File: src/pkg/cgot_pkg.sv
// Constants, types and helper functions for the channel gain and offset trim registers.
package cgot_pkg;

    // Bus geometry: byte addresses, one 32-bit word per register.
    localparam int unsigned ADDR_W = 6;
    localparam int unsigned DATA_W = 32;

    // Register indices; the byte address is four times the index.
    localparam logic [3:0] IDX_GAIN = 4'h3;
    localparam logic [3:0] IDX_OFS  = 4'ha;
    localparam logic [3:0] IDX_STAT = 4'hf;

    // Field positions inside the 16-bit trim words.
    localparam int unsigned GAIN_MSB = 15;
    localparam int unsigned GAIN_LSB = 7;
    localparam int unsigned MAG_MSB  = 15;
    localparam int unsigned MAG_LSB  = 8;
    localparam int unsigned SIGN_BIT = 7;
    localparam int unsigned FIX_MSB  = 6;

    // Status bit positions.
    localparam int unsigned ST_FIX_ERR  = 0;
    localparam int unsigned ST_OUT_BAND = 1;

    // Reset values and fixed patterns.
    localparam logic [8:0] GAIN_RST   = 9'h100;
    localparam logic [7:0] MAG_RST    = 8'h00;
    localparam logic       SIGN_RST   = 1'b0;
    localparam logic [6:0] FIXED_ONES = 7'h7f;

    // Recommended trim band for best performance.
    localparam logic [8:0] GAIN_REC_LO = 9'h0c0;
    localparam logic [8:0] GAIN_REC_HI = 9'h1c0;

    // Full-scale span end points in millivolts and the trim code range.
    localparam logic [9:0] SPAN_MIN_MV = 10'h230;
    localparam logic [9:0] SPAN_NOM_MV = 10'h2bc;
    localparam logic [9:0] SPAN_MAX_MV = 10'h348;
    localparam logic [8:0] GAIN_CODE_MAX = 9'h1ff;

    // Offset full-scale in microvolts at magnitude code ff.
    localparam logic [15:0] OFS_FS_UV   = 16'haff8;
    localparam logic [7:0]  MAG_CODE_MAX = 8'hff;

    // Avalon-MM response codes.
    localparam logic [1:0] RESP_OKAY   = 2'h0;
    localparam logic [1:0] RESP_DECERR = 2'h3;

    // Slave handshake states.
    typedef enum logic {
        BUS_IDLE = 1'b0,
        BUS_ACK  = 1'b1
    } cgot_bus_st_t;

    // Byte address of a register index.
    function automatic logic [ADDR_W-1:0] reg_addr(input logic [3:0] idx);
        reg_addr = {idx, 2'b00};
    endfunction

    // Linear span from a 9-bit code, 560 mV at zero up to 840 mV at all ones.
    function automatic logic [9:0] span_mv(input logic [8:0] code);
        logic [17:0] prod;
        prod    = 18'(code) * 18'(SPAN_MAX_MV - SPAN_MIN_MV);
        span_mv = SPAN_MIN_MV + 10'(prod / 18'(GAIN_CODE_MAX));
    endfunction

    // Signed offset in microvolts from magnitude and direction.
    function automatic logic signed [16:0] offset_uv(input logic [7:0] mag,
                                                       input logic       neg);
        logic [23:0] prod;
        logic [16:0] mag_uv;
        prod      = 24'(mag) * 24'(OFS_FS_UV);
        mag_uv    = 17'(prod / 24'(MAG_CODE_MAX));
        offset_uv = neg ? 17'(17'h0 - mag_uv) : mag_uv;
    endfunction

endpackage

File: src/pkg/cgot_trim_if.sv
// Carrier for the stored trim fields between the register bank and the mapping stages.
interface cgot_trim_if;
    logic [8:0] gain_code;
    logic [7:0] ofs_mag;
    logic       ofs_neg;

    modport src (output gain_code, output ofs_mag, output ofs_neg);
    modport dst (input gain_code, input ofs_mag, input ofs_neg);
endinterface

File: src/verilog/cgot_gain_map.sv
// Maps the stored gain trim code onto the channel full-scale span.
module cgot_gain_map (
    input  wire logic       mclk,
    input  wire logic       rst_n,
    cgot_trim_if.dst        trim,
    output logic [9:0]      span_mv_q
);

    // Linear span.
    // The span follows the code on the next edge, with no recalibration step.
    always_ff @(posedge mclk or negedge rst_n) begin
        if (!rst_n) begin
            span_mv_q <= cgot_pkg::SPAN_NOM_MV;
        end else begin
            span_mv_q <= cgot_pkg::span_mv(trim.gain_code);
        end
    end
endmodule

File: src/verilog/cgot_offset_map.sv
// Maps the stored offset magnitude and sign onto a signed offset in microvolts.
module cgot_offset_map (
    input  wire logic         mclk,
    input  wire logic         rst_n,
    cgot_trim_if.dst          trim,
    output logic signed [16:0] offset_uv_q
);

    // Monotonic signed offset.
    // The offset grows with the magnitude and takes its direction from the sign bit.
    always_ff @(posedge mclk or negedge rst_n) begin
        if (!rst_n) begin
            offset_uv_q <= 17'sh0;
        end else begin
            offset_uv_q <= cgot_pkg::offset_uv(trim.ofs_mag, trim.ofs_neg);
        end
    end
endmodule

File: src/verilog/cgot_regs.sv
// Gain and offset trim register bank with its Avalon-MM slave and mapping stages.

// Overview of operation
// Gain register bits 15 to 7 form a 9-bit code scaling span plus or minus 20%.
// Code zero gives 560 mV, mid-scale 700 mV, all ones 840 mV.
// Host should keep the gain code between 0c0 and 1c0 for best performance.
// A new gain code takes effect at once, with no recalibration.
// After reset the gain code sits at mid-scale, no adjustment.
// Host writes bits 6 to 0 of both registers as ones.
// Offset register bits 15 to 8 are an unsigned magnitude, linear and monotonic.
// Magnitude 00 gives zero offset, ff about 45 mV.
// Offset bit 7 clear means positive offset, set means negative.
// After reset the offset magnitude and sign are both clear.
// Both trim registers are write-only; reads return no stored value.
module cgot_regs (
    input  wire logic         mclk,
    input  wire logic         nrst,
    input  wire logic [5:0]   avs_address,
    input  wire logic         avs_read,
    input  wire logic         avs_write,
    input  wire logic [31:0]  avs_writedata,
    input  wire logic [3:0]   avs_byteenable,
    output logic [31:0]       avs_readdata,
    output logic [1:0]        avs_response,
    output logic              avs_waitrequest,
    output logic [8:0]        gain_trim_code,
    output logic [7:0]        offset_magnitude,
    output logic              offset_negative,
    output logic [9:0]        fs_span_mv,
    output logic signed [16:0] offset_uv,
    output logic              fixed_bits_err,
    output logic              gain_out_of_band
);

    // Register selected by the bus address; the decode is shared by reads and writes.
    typedef enum logic [1:0] {
        SEL_NONE = 2'b00,
        SEL_GAIN = 2'b01,
        SEL_OFS  = 2'b10,
        SEL_STAT = 2'b11
    } cgot_sel_t;

    // Address decode: only exact word addresses hit, anything else answers with an error.
    function automatic cgot_sel_t reg_sel(input logic [5:0] addr);
        if (addr == cgot_pkg::reg_addr(cgot_pkg::IDX_GAIN)) begin
            reg_sel = SEL_GAIN;
        end else if (addr == cgot_pkg::reg_addr(cgot_pkg::IDX_OFS)) begin
            reg_sel = SEL_OFS;
        end else if (addr == cgot_pkg::reg_addr(cgot_pkg::IDX_STAT)) begin
            reg_sel = SEL_STAT;
        end else begin
            reg_sel = SEL_NONE;
        end
    endfunction

    // Flags a gain code outside the band that leaves headroom for the converter's spread.
    function automatic logic out_of_band(input logic [8:0] code);
        out_of_band = (code < cgot_pkg::GAIN_REC_LO) || (code > cgot_pkg::GAIN_REC_HI);
    endfunction

    // Reset synchroniser state and the released copy used everywhere else.
    logic                   rst_meta_q;
    logic                   rst_sync_q;
    logic                   rst_n;

    // Bus handshake state.
    cgot_pkg::cgot_bus_st_t bus_st_q;
    cgot_pkg::cgot_bus_st_t bus_st_d;

    // Decoded request and its qualifiers.
    cgot_sel_t              sel;
    logic                   req;
    logic                   capture;
    logic                   accept;
    logic                   lanes_ok;
    logic                   wr_fire;
    logic                   wr_gain;
    logic                   wr_ofs;
    logic                   wr_stat;

    // Read response registers and the values that they load.
    logic [31:0]            stat_word;
    logic [31:0]            rdata_sel;
    logic [1:0]             resp_sel;
    logic [31:0]            rdata_q;
    logic [31:0]            rdata_d;
    logic [1:0]             resp_q;
    logic [1:0]             resp_d;

    // Stored trim fields.
    logic [8:0]             gain_q;
    logic [8:0]             gain_d;
    logic [7:0]             mag_q;
    logic [7:0]             mag_d;
    logic                   neg_q;
    logic                   neg_d;

    // Status flags and the terms that set and clear them.
    logic                   fix_bad;
    logic                   fix_set;
    logic                   fix_clr;
    logic                   ferr_q;
    logic                   ferr_d;
    logic                   oob_q;
    logic                   oob_d;

    // Carrier for the stored fields towards the mapping stages.
    cgot_trim_if            trim_bus ();

    // Two-flop release of the external reset; assertion of reset stays asynchronous.
    always_ff @(posedge mclk or negedge nrst) begin
        if (!nrst) begin
            rst_meta_q <= 1'b0;
            rst_sync_q <= 1'b0;
        end else begin
            rst_meta_q <= 1'b1;
            rst_sync_q <= rst_meta_q;
        end
    end

    // Only the second flop is read by the rest of the block.
    assign rst_n = rst_sync_q;

    // Request decode; a request is a read or a write, never both at once.
    assign req      = avs_read || avs_write;
    assign sel      = reg_sel(avs_address);
    assign lanes_ok = avs_byteenable[1] && avs_byteenable[0];
    assign capture  = (bus_st_q == cgot_pkg::BUS_IDLE) && req;
    assign accept   = (bus_st_q == cgot_pkg::BUS_ACK) && req;

    // Waitrequest drops for exactly the cycle in which the request is accepted.
    // Every access therefore costs two cycles: one to look and one to answer.
    assign avs_waitrequest = (bus_st_q != cgot_pkg::BUS_ACK);

    // Handshake sequencing; the answer cycle always returns to idle.
    always_comb begin
        bus_st_d = bus_st_q;
        case (bus_st_q)
            cgot_pkg::BUS_IDLE: begin
                if (req) begin
                    bus_st_d = cgot_pkg::BUS_ACK;
                end
            end
            cgot_pkg::BUS_ACK: begin
                bus_st_d = cgot_pkg::BUS_IDLE;
            end
            default: begin
                bus_st_d = cgot_pkg::BUS_IDLE;
            end
        endcase
    end

    // Handshake state register.
    always_ff @(posedge mclk or negedge rst_n) begin
        if (!rst_n) begin
            bus_st_q <= cgot_pkg::BUS_IDLE;
        end else begin
            bus_st_q <= bus_st_d;
        end
    end

    // Write strobes fire only at the edge at which waitrequest is seen low.
    // The master holds address and data up to that edge, so they are still valid here.
    assign wr_fire = accept && avs_write;
    assign wr_gain = wr_fire && lanes_ok && (sel == SEL_GAIN);
    assign wr_ofs  = wr_fire && lanes_ok && (sel == SEL_OFS);
    assign wr_stat = wr_fire && avs_byteenable[0] && (sel == SEL_STAT);

    // Gain applied directly.
    assign gain_d = wr_gain ? avs_writedata[cgot_pkg::GAIN_MSB:cgot_pkg::GAIN_LSB] : gain_q;

    // Magnitude and sign.
    assign mag_d = wr_ofs ? avs_writedata[cgot_pkg::MAG_MSB:cgot_pkg::MAG_LSB] : mag_q;
    assign neg_d = wr_ofs ? avs_writedata[cgot_pkg::SIGN_BIT] : neg_q;

    // The fixed low bits are stored nowhere; a wrong pattern only raises a sticky flag.
    // The fields are still taken, so a careless host sees its value applied and flagged.
    assign fix_bad = avs_writedata[cgot_pkg::FIX_MSB:0] != cgot_pkg::FIXED_ONES;
    assign fix_set = (wr_gain || wr_ofs) && fix_bad;
    assign fix_clr = wr_stat && avs_writedata[cgot_pkg::ST_FIX_ERR];

    // A new violation in the same cycle as a clear wins, so no event is lost.
    assign ferr_d = fix_set || (ferr_q && !fix_clr);

    // The band flag follows the code that is stored at this edge.
    assign oob_d = out_of_band(gain_d);

    // Trim reset values.
    always_ff @(posedge mclk or negedge rst_n) begin
        if (!rst_n) begin
            gain_q <= cgot_pkg::GAIN_RST;
            mag_q  <= cgot_pkg::MAG_RST;
            neg_q  <= cgot_pkg::SIGN_RST;
            ferr_q <= 1'b0;
            oob_q  <= 1'b0;
        end else begin
            gain_q <= gain_d;
            mag_q  <= mag_d;
            neg_q  <= neg_d;
            ferr_q <= ferr_d;
            oob_q  <= oob_d;
        end
    end

    // Status word: error flag and band flag at their own bit positions.
    always_comb begin
        stat_word = 32'h0;
        stat_word[cgot_pkg::ST_FIX_ERR]  = ferr_q;
        stat_word[cgot_pkg::ST_OUT_BAND] = oob_q;
    end

    // No trim read-back.
    assign rdata_sel = (sel == SEL_STAT) ? stat_word : 32'h0;
    assign resp_sel  = (sel == SEL_NONE) ? cgot_pkg::RESP_DECERR : cgot_pkg::RESP_OKAY;

    // The answer loads when the request is first seen and stands through the answer cycle.
    assign rdata_d = capture ? rdata_sel : rdata_q;
    assign resp_d  = capture ? resp_sel : resp_q;

    // Response registers.
    always_ff @(posedge mclk or negedge rst_n) begin
        if (!rst_n) begin
            rdata_q <= 32'h0;
            resp_q  <= cgot_pkg::RESP_OKAY;
        end else begin
            rdata_q <= rdata_d;
            resp_q  <= resp_d;
        end
    end

    // Bus outputs come straight from the response registers.
    assign avs_readdata = rdata_q;
    assign avs_response = resp_q;

    // Stored fields and status flags towards the pins.
    assign gain_trim_code   = gain_q;
    assign offset_magnitude = mag_q;
    assign offset_negative  = neg_q;
    assign fixed_bits_err   = ferr_q;
    assign gain_out_of_band = oob_q;

    // Stored fields towards the mapping stages.
    assign trim_bus.gain_code = gain_q;
    assign trim_bus.ofs_mag   = mag_q;
    assign trim_bus.ofs_neg   = neg_q;

    // Gain code to full-scale span.
    cgot_gain_map u_gain_map (
        .mclk      (mclk),
        .rst_n     (rst_n),
        .trim      (trim_bus),
        .span_mv_q (fs_span_mv)
    );

    // Offset magnitude and sign to a signed offset.
    cgot_offset_map u_offset_map (
        .mclk        (mclk),
        .rst_n       (rst_n),
        .trim        (trim_bus),
        .offset_uv_q (offset_uv)
    );
endmodule
File: config.mk
export PLATFORM = sky130hd
export DESIGN_NAME = cgot_regs
export DESIGN_NICKNAME = d
export VERILOG_FILES = /design/src/pkg/cgot_pkg.sv /design/src/pkg/cgot_trim_if.sv /design/src/verilog/cgot_gain_map.sv /design/src/verilog/cgot_offset_map.sv /design/src/verilog/cgot_regs.sv
export SDC_FILE = /design/constraint.sdc
export NUM_CORES = 1
export LEC_CHECK = 0
export BUFFER_PORTS_ARGS = -buffer_cell sky130_fd_sc_hd__buf_2
export CAP_MARGIN = 20
export CORE_MARGIN = 1
export CORE_UTILIZATION = 60
export CTS_CLUSTER_SIZE = 20
export DETAILED_ROUTE_END_ITERATION = 8
export PLACE_DENSITY = 0.81
export SLEW_MARGIN = 40
export SYNTH_ARGS = -nofsm -noshare
export SYNTH_HDL_FRONTEND = slang
export SYNTH_HIERARCHICAL = 1
export SYNTH_SLANG_ARGS = --single-unit
export TNS_END_PERCENT = 10
File: constraint.sdc
create_clock -name mclk -period 3.4 [get_ports mclk]
set_clock_uncertainty 0.15 [all_clocks]
set_input_delay 0.17 -clock mclk [delete_from_list [all_inputs] [get_ports mclk]]
set_output_delay 0.17 -clock mclk [all_outputs]
set_load 0.005 [all_outputs]
==> results of run 1 <==
==> repair_timing <==
| action | 4_1_cts |
|---|---|
| endpoints found under the setup margin | 27 |
| resized for setup | 140 |
| pin swaps | 69 |
| hold buffers | 8 |
| endpoints found under the hold margin | 11 |
| buffers inserted | 35 |
==> metrics by stage <==
stage | utilization [%] | std cells | TNS, ps | hold slack, ps | worst slack, ps
after CTS | 93.65 | 2468 | -238570 | 21.67 | -11880
after detailed placement | 87.60 | 2417 | -250590 | -189.2 | -12530
after global placement | 87.60 | 2417 | -228540 | -194.8 | -11600
after floorplan | - | 1554 | -223220 | -275.6 | -11390
==> per-layer routing <==
metal / global-route usage (%) / GRT overflow
met5: 24.31 / 0
met2: 109.1 / 490
met4: 104.6 / 234
met1: 80.78 / 5
met3: 60.99 / 3
==> cells by family after synthesis <==
kind of cell	Yosys count
AND/OR/NAND/NOR	569
AO/OA/AOI/OAI	481
adder cells (fa/ha/maj)	123
XOR/XNOR	85
flip-flops	53
multiplexers	39
other	2
buffers and inverters	173
==> impl_metrics.py, run 1 <==
metrics = {
    "run_status": {
        "outcome": "stopped before the end",
        "failing_step": "5_1_grt",
        "first-error": "[ERROR GRT-0116] Global routing finished with congestion. Check the congestion regions in the DRC Viewer.",
    },
    "die": {
        "initial_core_util_pct": 61.64,
        "die_h_um": 144.1,
        "rows": 51,
        "io_pins": 128,
        "die_w_um": 144.1,
    },
    "placed_design": {
        "dp_hpwl_um": 43020,
        "place_area_um2": 17220,
        "gp_congestion": 1.067,
        "io_buffers": 79,
    },
    "logic_synthesis": {
        "synth.top_cell.area_share_pct": 9.502,
        "ys_ff_latch": 53,
        "synth_compound_area_share_pct": 30.93,
        "synth_common_cells": "nand2_1, nor2_1, inv_1",
        "synth_mux_area_share_pct": 3.801,
        "synthXorXnorAreaFrac_pct": 6.590,
        "syn_avg_cell_area_um2": 7.944,
        "yosys.area_share.adder_pct": 14.71,
        "synthArstFlopShare_pct": 100.0,
        "synthSimpleGateAreaFrac_pct": 26.07,
        "yosys.area.top_type": "dfrtp_1",
        "seq_area_frac_synth_pct": 11.02,
        "synth_top_family_by_area": "compound AO/OA/AOI/OAI gates",
        "synth_area_um2": 12110,
        "yosys_warnings": 6,
        "synth_cells": 1525,
        "synth_area_leaders": "dfrtp_1, ha_1, fa_1, nand2_1, xnor2_1",
        "ys.flop_type": "dfrtp_1",
        "synth-edff-count": 0,
        "synthDistinctLibCells": 140,
        "yosysMostFrequentCell": "nand2_1",
    },
    "clock_tree": {
        "cts.sinks": 53,
        "cts_buffers": 5,
        "clk_path_buf_depth": 2,
        "root_buffer": "clkbuf_16",
        "htreeDepth": 2,
    },
    "global_routing": {
        "grt_first_pass_wirelength_um": 133500,
        "grt_max_degree": 32,
        "grt_use_total_pct": 85.90,
        "grt_pass1_vias": 22277,
        "grt_overflow": 732,
    },
}
==> run 2, diff against run 1 <==
--- a/config.mk
+++ b/config.mk
@@ -8,10 +8,9 @@
 export BUFFER_PORTS_ARGS = -buffer_cell sky130_fd_sc_hd__buf_2
 export CAP_MARGIN = 20
 export CORE_MARGIN = 1
-export CORE_UTILIZATION = 60
-export CTS_CLUSTER_SIZE = 20
+export CORE_UTILIZATION = 40
 export DETAILED_ROUTE_END_ITERATION = 8
-export PLACE_DENSITY = 0.81
+export PLACE_DENSITY_LB_ADDON = 0.15
 export SLEW_MARGIN = 40
 export SYNTH_ARGS = -nofsm -noshare
 export SYNTH_HDL_FRONTEND = slang
==> impl_metrics.py, run 2 <==
metrics = {
    "worst_setup_path": {
        "r2r_end": "u_offset_map/offset_uv_q[16]",
        "cp.required_ps": 3480,
        "reg2reg_depth": 57,
        "worstSetupStartpointType": "flop",
        "critPathArrivalTime_ps": 15070,
        "crit_path_start": "offset_magnitude[6]",
        "reg2reg_from": "offset_magnitude[6]",
        "end_kind": "flop",
        "critPathSlowestCell": "fa_2",
        "r2r_slack_ps": -11590,
        "cp_max_fo": 6,
        "critPathKind": "reg2reg",
        "critical_path.max_stage_delay_ps": 660,
        "worst_path_most_repeated_cell": "or4b_4",
    },
    "die": {
        "die_w_um": 176.0,
        "io_pins": 128,
        "rows": 63,
        "initial_core_util_pct": 40.76,
        "die_h_um": 176.0,
        "die-area_um2": 30980,
        "core_um2": 29720,
    },
    "logic_synthesis": {
        "synthXorXnorAreaFrac_pct": 6.590,
        "synthArstFlopShare_pct": 100.0,
        "ys_ff_latch": 53,
        "synth_mux_area_share_pct": 3.801,
        "synth_cells": 1525,
        "seq_area_frac_synth_pct": 11.02,
        "synth_area_um2": 12110,
        "yosys.area_share.adder_pct": 14.71,
        "synth_common_cells": "nand2_1, nor2_1, inv_1",
        "syn_avg_cell_area_um2": 7.944,
        "synthDistinctLibCells": 140,
        "ys.flop_type": "dfrtp_1",
        "synth.top_cell.area_share_pct": 9.502,
        "yosys_warnings": 6,
        "yosysMostFrequentCell": "nand2_1",
        "synth-edff-count": 0,
        "synth_compound_area_share_pct": 30.93,
        "yosys.area.top_type": "dfrtp_1",
        "synthSimpleGateAreaFrac_pct": 26.07,
        "synth_area_leaders": "dfrtp_1, ha_1, fa_1, nand2_1, xnor2_1",
        "synth_top_family_by_area": "compound AO/OA/AOI/OAI gates",
    },
    "min_path": {
        "holdPathEnd": "avs_response[0]",
        "worstHoldPathType": "in2reg",
        "worstHoldStart": "avs_address[1]",
        "holdPathStages": 3,
    },
    "placed_design": {
        "placedCellCount": 2551,
        "gp_congestion": 0.9841,
        "place_ws_ps": -11960,
        "io_buffers": 79,
        "dp_hpwl_um": 34530,
    },
    "timing": {
        "period_needed_ps": 14990,
        "worst_slack_ps": -11590,
        "rsz0062_at_grt": "yes",
        "timing.final.hold_violations": 0,
        "drv_slew": 0,
        "worstMarginPinSlew_ps": 797.4,
        "finalCritPeriodShare_pct": 440.8,
        "slew_headroom_pct": 46.84,
        "clock.fmax_ghz": 0.06672,
        "finalSetupViolCount": 27,
    },
    "flow_run": {
        "max_cap_violations": 0,
    },
    "clock_tree": {
        "root_buffer": "clkbuf_16",
        "cts.sinks": 53,
        "htreeDepth": 2,
        "cts_buffers": 5,
        "clkSlewWorstSetupHoldPaths_ps": 80,
        "insertion_delay_ps": 310,
        "cts_tree": "built",
        "clk_path_buf_depth": 2,
    },
    "global_routing": {
        "grt_max_degree": 31,
        "grt_pass1_vias": 14107,
        "grt_first_pass_wirelength_um": 69140,
        "antenna_found_initial": 0,
        "grt_use_total_pct": 27.00,
        "grt_overflow": 0,
    },
    "drt": {
        "dr.pass1.iters": 5,
        "vias": 14381,
        "wl_um": 42490,
        "routedWlPerCell_um": 16.19,
        "drc": 0,
        "avgViaCountPerCell": 5.481,
        "antenna_left": 0,
        "drt-initial-drc-count": 923,
    },
    "final_layout": {
        "mostFrequentLayoutCells": "buf_4, nand2_1, inv_1",
        "syn_to_final_growth_pct": 56.72,
        "largest_reg_flops": 17,
        "regMostFlops": "u_offset_map/offset_uv_q",
        "nNetsFinal": 2400,
        "n_fill_cell": 2542,
        "drive_gt1_share_pct": 46.87,
        "antenna_cells": 0,
        "final_common_cell": "buf_4",
        "final_cells": 2624,
    },
    "pwr": {
        "ir_drop_uv": 244.3,
        "power_density_nw_per_um2": 297.7,
        "leakage_nw": 8.815,
        "fin_total_pwr_mw": 5.652,
    },
    "run_status": {
        "violations": "setup timing",
        "outcome": "finished, violations left",
    },
}
-- run 2: area by class of cell --
cell class / instances / area (um^2) / area share, %
Sequential cell: 53 / 1343 / 7.071
Multi-Input combinational cell: 1328 / 11140 / 58.69
Inverter: 99 / 371.6 / 1.957
Tap cell: 390 / 488.0 / 2.570
Clock buffer: 5 / 125.1 / 0.6590
Clock inverter: 3 / 28.78 / 0.1516
Timing Repair Buffer: 746 / 5487 / 28.90
-- run 2: worst max-delay path by stage --
stage,cells past startpoint,end
6_report,57,u_offset_map/offset_uv_q[16]
5_1_grt,57,u_offset_map/offset_uv_q[9]
4_1_cts,61,u_offset_map/offset_uv_q[16]
3_5_place_dp,57,u_offset_map/offset_uv_q[16]
3_3_place_gp,55,u_offset_map/offset_uv_q[16]
2_1_floorplan,63,u_offset_map/offset_uv_q[16]
-- run 2: cell families (layout without fill, tap and decap cells) --
| group | after synthesis | count (layout) |
|---|---|---|
| buffers and inverters | 173 | 853 |
| DFF | 53 | 53 |
| other | 2 | 31 |
| and+or+nand+nor | 569 | 569 |
| xor gates and xnor gates | 85 | 85 |
| muxes | 39 | 39 |
| AOI/OAI and AO/OA | 481 | 481 |
| adders and majority gates | 123 | 123 |
-- run 2: metrics by stage --
stage | util [%] | TNS, ps | cell area, um^2 | hold WS, ps
2_1_floorplan | - | -223220 | 12520 | -275.6
3_3_place_gp | 58.65 | -232520 | 17430 | -196.0
3_5_place_dp | 58.65 | -236220 | 17430 | -191.0
4_1_cts | 61.81 | -227420 | 18370 | 3.427
5_1_grt | 63.89 | -244180 | 18990 | 11.81
6_report | 63.89 | -231330 | 18990 | 15.81
-- run 2: repair_timing --
item	CTS	global route
pin swaps	55	63
buffers inserted	33	25
gates cloned	0	0
resized for setup	87	88
endpoints found under the setup margin	27	27
endpoints found under the hold margin	11	0
hold buffers	7	0
-- run 2: power breakdown --
group | internal [mW] | total [mW] | switching, mW
Sequential | 0.692 | 0.734 | 0.0423
Clock | 0.284 | 0.572 | 0.288
Combinational | 2.19 | 4.35 | 2.15
-- run 2: worst max-delay path, delay by kind of cell (launching register included) --
kind | cells | cell delay [ps]
simple gates | 20 | 5750
flops | 1 | 420
xor+xnor | 4 | 730
fa+ha+maj | 8 | 2890
compound gates | 21 | 4470
buf+inv | 4 | 460
-- run 2: routing by layer --
metal	GRT usage (%)	up-vias	wire length (um)
met1	37.05	6854	20080
met5	0	-	0
li1	-	7126	-
met3	2.283	55	1513
met2	46.03	346	20090
met4	5.326	0	799
Power figures use the tool's default switching activity.
==> run 3, diff against run 2 <==
--- a/config.mk
+++ b/config.mk
@@ -10,7 +10,7 @@
 export CORE_MARGIN = 1
 export CORE_UTILIZATION = 40
 export DETAILED_ROUTE_END_ITERATION = 8
-export PLACE_DENSITY_LB_ADDON = 0.15
+export PLACE_DENSITY = 0.66
 export SLEW_MARGIN = 40
 export SYNTH_ARGS = -nofsm -noshare
 export SYNTH_HDL_FRONTEND = slang
==> constraint.sdc (replaced) <==
create_clock -name mclk -period 17.9 [get_ports mclk]
set_clock_uncertainty 0.15 [all_clocks]
set_input_delay 0.895 -clock mclk [delete_from_list [all_inputs] [get_ports mclk]]
set_output_delay 0.895 -clock mclk [all_outputs]
set_load 0.005 [all_outputs]
==> impl_metrics.py, run 3 (synthesized netlist as in run 2, its figures left out) <==
metrics = {
    "clock_tree": {
        "cts_tree": "built",
        "cts.sinks": 53,
        "clkSlewWorstSetupHoldPaths_ps": 90,
        "htreeDepth": 2,
        "clk_path_buf_depth": 2,
        "root_buffer": "clkbuf_16",
        "cts_buffers": 5,
        "insertion_delay_ps": 320,
    },
    "min_path": {
        "worstHoldPathType": "in2async",
    },
    "worst_setup_path": {
        "critPathBufInv": 4,
        "cp_max_fo": 13,
        "r2r_slack_ps": 900,
        "cp.required_ps": 17980,
        "critPathSlowestCell": "fa_1",
        "worstSetupStartpointType": "flop",
        "cp_top_family": "simple AND/OR/NAND/NOR gates",
        "critical_path.max_stage_delay_ps": 670,
        "critPathKind": "reg2reg",
        "critPathArrivalTime_ps": 17080,
        "end_kind": "flop",
    },
    "placed_design": {
        "place_area_um2": 12820,
        "gp_congestion": 0.9195,
        "dp_hpwl_um": 26650,
        "io_buffers": 79,
    },
    "run_status": {
        "outcome": "finished, final reports clean",
    },
    "global_routing": {
        "antenna_found_initial": 0,
        "grt_overflow": 0,
        "grt_first_pass_wirelength_um": 55050,
        "grt_use_total_pct": 21.31,
        "grt_pass1_vias": 11125,
        "grt_max_degree": 52,
    },
    "drt": {
        "drc": 0,
        "antenna_left": 0,
        "avgViaCountPerCell": 6.133,
        "dr.pass1.iters": 6,
        "routedWlPerCell_um": 17.05,
        "wl_um": 33850,
        "drt-initial-drc-count": 935,
        "vias": 12174,
    },
    "pwr": {
        "clkPwrFrac_pct": 14.6,
        "power.switching_mw": 0.3857,
        "swShare_pct": 50.71,
        "power_density_nw_per_um2": 57.61,
        "ir_drop_uv": 72.83,
        "combPwrFrac_pct": 67.4,
        "leakage_nw": 5.524,
        "seqPwrFrac_pct": 18.0,
        "internal_power_mw": 0.3749,
    },
    "timing": {
        "worstMarginPinSlew_ps": 788.1,
        "drv_slew": 0,
        "rsz0062_at_grt": "no",
        "slew_headroom_pct": 47.01,
        "finalCritPeriodShare_pct": 94.97,
        "period_needed_ps": 17000,
        "fin_setup_tns_ps": 0,
        "timing.final.hold_violations": 0,
        "clock.fmax_ghz": 0.05882,
        "finalSetupViolCount": 0,
    },
    "flow_run": {
        "max_cap_violations": 0,
    },
    "die": {
        "io_pins": 128,
        "initial_core_util_pct": 40.76,
        "die-area_um2": 30980,
        "core_um2": 29720,
        "die_w_um": 176.0,
        "die_h_um": 176.0,
        "rows": 63,
    },
    "final_layout": {
        "regMostFlops": "u_offset_map/offset_uv_q",
        "nNetsFinal": 1761,
        "antenna_cells": 0,
        "finalInstanceArea_um2": 13200,
        "syn_to_final_growth_pct": 8.975,
        "drive_gt1_share_pct": 17.81,
        "n_fill_cell": 3002,
        "final_common_cell": "nand2_1",
        "mostFrequentLayoutCells": "nand2_1, inv_1, nor2_1",
        "largest_reg_flops": 17,
    },
}
## run 3: cell count changes in the layout (fill, tap and decap cells not counted), sizes merged
| cell | delta |
|---|---|
| buf | -633 |
| clkinv | -1 |
| dlygate4sd3 | -7 |
| inv | +1 |
| o311ai | +1 |
## run 3: routing by layer
layer	part of all wire, %	global-route usage [%]
met2	45	34.24
met5	0	0
met3	6.2	3.144
met4	1.9	5.072
met1	47	29.82
## run 3: final timing paths
path,depth (start not counted),endpoint,start
max reg2reg,57,u_offset_map/offset_uv_q[12],offset_magnitude[5]
max,57,u_offset_map/offset_uv_q[12],offset_magnitude[5]
min,1,rst_n,nrst
max in group asynchronous,1,offset_magnitude[4],rst_n
min in group mclk,0,rst_n,rst_meta_q
min reg2reg,0,rst_n,rst_meta_q
## run 3: worst reg2reg max path: cells and delay by family, from the launching register on
family          cells  cell delay [ps]
mux                 2              350
fa+ha+maj           7             2880
compound gates     21             5380
xor+xnor            3              650
buf+inv             4              500
simple gates       20             6580
flops               1              420
## run 3: final cells by class
class | count | area [um^2] | share of cell area [%]
well taps | 390 | 488.0 | 3.696
clock buffers | 5 | 125.1 | 0.9478
flip-flops and latches | 53 | 1338 | 10.13
multi-input cells | 1329 | 10250 | 77.66
repair buffers | 106 | 598.1 | 4.530
inverters | 99 | 371.6 | 2.815
clock inverters | 3 | 28.78 | 0.2180
## run 3: metrics by stage
| stage | setup WS (ps) | hold WS, ps | utilization (%) | power (mW) | cells |
|---|---|---|---|---|---|
| floorplan | 2292 | 181.2 | - | 0.5001 | 1554 |
| global placement | 458.5 | 183.9 | 43.08 | 0.6214 | 1969 |
| detailed placement | 333.9 | 188.6 | 43.13 | 0.6278 | 1969 |
| CTS | 256.3 | 188.4 | 43.65 | 0.7430 | 1977 |
| global route | 33.15 | 178.9 | 44.42 | 0.8187 | 1985 |
| finish | 900.2 | 189.6 | 44.42 | 0.7606 | 1985 |
## run 3: power by group through the flow
stage / combinational [mW] / clock (mW) / sequential, mW
3_5_place_dp: 0.488 / 0 / 0.140
6_report: 0.513 / 0.111 / 0.137
5_1_grt: 0.562 / 0.118 / 0.138
3_3_place_gp: 0.482 / 0 / 0.139
4_1_cts: 0.492 / 0.113 / 0.137
2_1_floorplan: 0.359 / 0 / 0.141
## run 3: what timing repair did
item	in CTS	in global routing
hold buffers	0	0
gates resized for setup	0	28
buffers inserted	0	7
endpoints found under the setup margin	0	16
==> run 4, diff against run 3 <==
==> constraint.sdc (replaced) <==
create_clock -name mclk -period 17.6 [get_ports mclk]
set_clock_uncertainty 0.15 [all_clocks]
set_input_delay 0.88 -clock mclk [delete_from_list [all_inputs] [get_ports mclk]]
set_output_delay 0.88 -clock mclk [all_outputs]
set_load 0.005 [all_outputs]
==> impl_metrics.py, run 4 (synthesized netlist as in run 2, its figures left out) <==
metrics = {
    "clock_tree": {
        "cts_tree": "built",
        "clk_path_buf_depth": 2,
        "htreeDepth": 2,
        "root_buffer": "clkbuf_16",
        "cts.sinks": 53,
        "clkSlewWorstSetupHoldPaths_ps": 80,
        "cts_hold_buf": 0,
        "cts_buffers": 5,
        "insertion_delay_ps": 310,
    },
    "drt": {
        "drc": 0,
        "wl_um": 34940,
        "drt-initial-drc-count": 1271,
        "antenna_left": 0,
        "dr.pass1.iters": 6,
        "vias": 12363,
        "avgViaCountPerCell": 6.185,
        "routedWlPerCell_um": 17.48,
    },
    "final_layout": {
        "finalInstanceArea_um2": 13420,
        "syn_to_final_growth_pct": 10.75,
        "final_common_cell": "nand2_1",
        "regMostFlops": "u_offset_map/offset_uv_q",
        "n_fill_cell": 2973,
        "final-seq-area_um2": 1338,
        "antenna_cells": 0,
        "largest_reg_flops": 17,
        "drive_gt1_share_pct": 19.33,
        "mostFrequentLayoutCells": "nand2_1, inv_1, nor2_1",
        "final_cells": 1999,
        "multi_input_area_um2": 10360,
        "nNetsFinal": 1775,
    },
    "die": {
        "io_pins": 128,
        "die_w_um": 176.0,
        "core_um2": 29720,
        "die-area_um2": 30980,
        "die_h_um": 176.0,
        "rows": 63,
        "initial_core_util_pct": 40.76,
    },
    "timing": {
        "worstMarginPinSlew_ps": 1053,
        "finalCritPeriodShare_pct": 96.93,
        "drv_slew": 0,
        "finalSetupViolCount": 0,
        "period_needed_ps": 17060,
        "hold_ws_ps": 184.1,
        "timing.final.hold_violations": 0,
        "slew_headroom_pct": 29.58,
        "clock.fmax_ghz": 0.05862,
        "worst_slack_ps": 540.6,
    },
    "worst_setup_path": {
        "critPathSlowestCell": "fa_1",
        "worst_path_most_repeated_cell": "fa_1",
        "worstSetupStartpointType": "flop",
        "critical_path.max_stage_delay_ps": 680,
        "critPathArrivalTime_ps": 17140,
        "cp_max_fo": 11,
        "critPathKind": "reg2reg",
        "r2r_slack_ps": 540,
        "end_kind": "flop",
        "cp.required_ps": 17690,
    },
    "placed_design": {
        "gp_congestion": 0.9340,
        "place_ws_ps": 30.21,
        "place_area_um2": 12880,
        "placedCellCount": 1978,
        "dp_hpwl_um": 27150,
        "io_buffers": 79,
    },
    "pwr": {
        "swShare_pct": 51.00,
        "seqPwrFrac_pct": 17.9,
        "ir_drop_uv": 48.64,
        "power.switching_mw": 0.3977,
        "clkPwrFrac_pct": 14.2,
        "leakage_nw": 5.631,
        "power_density_nw_per_um2": 58.12,
        "internal_power_mw": 0.3821,
        "combPwrFrac_pct": 68.0,
    },
    "global_routing": {
        "grt_use_total_pct": 21.55,
        "antenna_found_initial": 0,
        "grt_pass1_vias": 11124,
        "grt_overflow": 0,
        "grt_max_degree": 52,
        "grt_first_pass_wirelength_um": 55610,
    },
    "min_path": {
        "worstHoldPathType": "in2async",
    },
    "run_status": {
        "outcome": "finished, final reports clean",
    },
    "flow_run": {
        "max_cap_violations": 0,
    },
}
[run 4: cell count changes in the layout (fill, tap and decap cells not counted), moves of 2 or more]
cell      before  now
a211oi_1      19   17
nand3_1       67   69
o21ai_1       15   20
buf_4         27   41
nand3_2        3    1
o21ai_0       57   53
ha_1          87   83
ha_2           1    5
[run 4: repair_timing]
item                       in CTS  in global routing
buffers inserted                0                 12
setup endpoints to repair       4                 16
pin swaps                       0                 10
resized for setup               1                 54
gates cloned                    0                  1
[run 4: power by group through the flow]
stage          combinational, mW  sequential (mW)  clock (mW)
2_1_floorplan              0.365            0.144           0
3_3_place_gp               0.489            0.142           0
3_5_place_dp               0.494            0.142           0
4_1_cts                    0.500            0.140       0.115
5_1_grt                    0.576            0.140       0.119
6_report                   0.530            0.139       0.110
[run 4: per-layer routing]
metal / part of all wire (%) / global-route usage (%) / routed length, um
met1: 46 / 30.44 / 16030
met4: 1.9 / 5.000 / 652
met2: 46 / 35.12 / 16090
met3: 6.2 / 2.067 / 2166
met5: 0 / 0 / 0
[run 4: final cells by class]
| type | instances | share of cell area, % |
|---|---|---|
| multi-input cells | 1329 | 77.24 |
| flip-flops and latches | 53 | 9.969 |
| repair buffers | 120 | 5.241 |
| well taps | 390 | 3.637 |
| inverters | 99 | 2.770 |
| clock buffers | 5 | 0.9326 |
| clock inverters | 3 | 0.2145 |
[run 4: worst max-delay path: cells and delay by family (launching register included)]
family	cells	cell delay, ps
AO/OA/AOI/OAI	25	6610
adder cells (fa/ha/maj)	7	3100
XOR/XNOR	2	410
buffers and inverters	4	430
flip-flops	1	420
multiplexers	1	150
AND/OR/NAND/NOR	16	5680
[run 4: through the flow]
step	setup TNS (ps)	power, mW	util [%]
after CTS	0	0.7549	43.88
final	0	0.7797	45.15
after global placement	0	0.6303	43.31
after detailed placement	0	0.6359	43.36
after floorplan	0	0.5086	-
after global routing	-204.4	0.8352	45.15
[run 4: worst paths after layout]
kind                       depth (start not counted)                      endpoint           startpoint
max                                               55  u_offset_map/offset_uv_q[14]  offset_magnitude[5]
min                                                1                         rst_n                 nrst
max reg2reg                                       55  u_offset_map/offset_uv_q[14]  offset_magnitude[5]
min reg2reg                                        0                         rst_n           rst_meta_q
max in group asynchronous                          1           offset_magnitude[4]                rst_n
min in group mclk                                  0                         rst_n           rst_meta_q
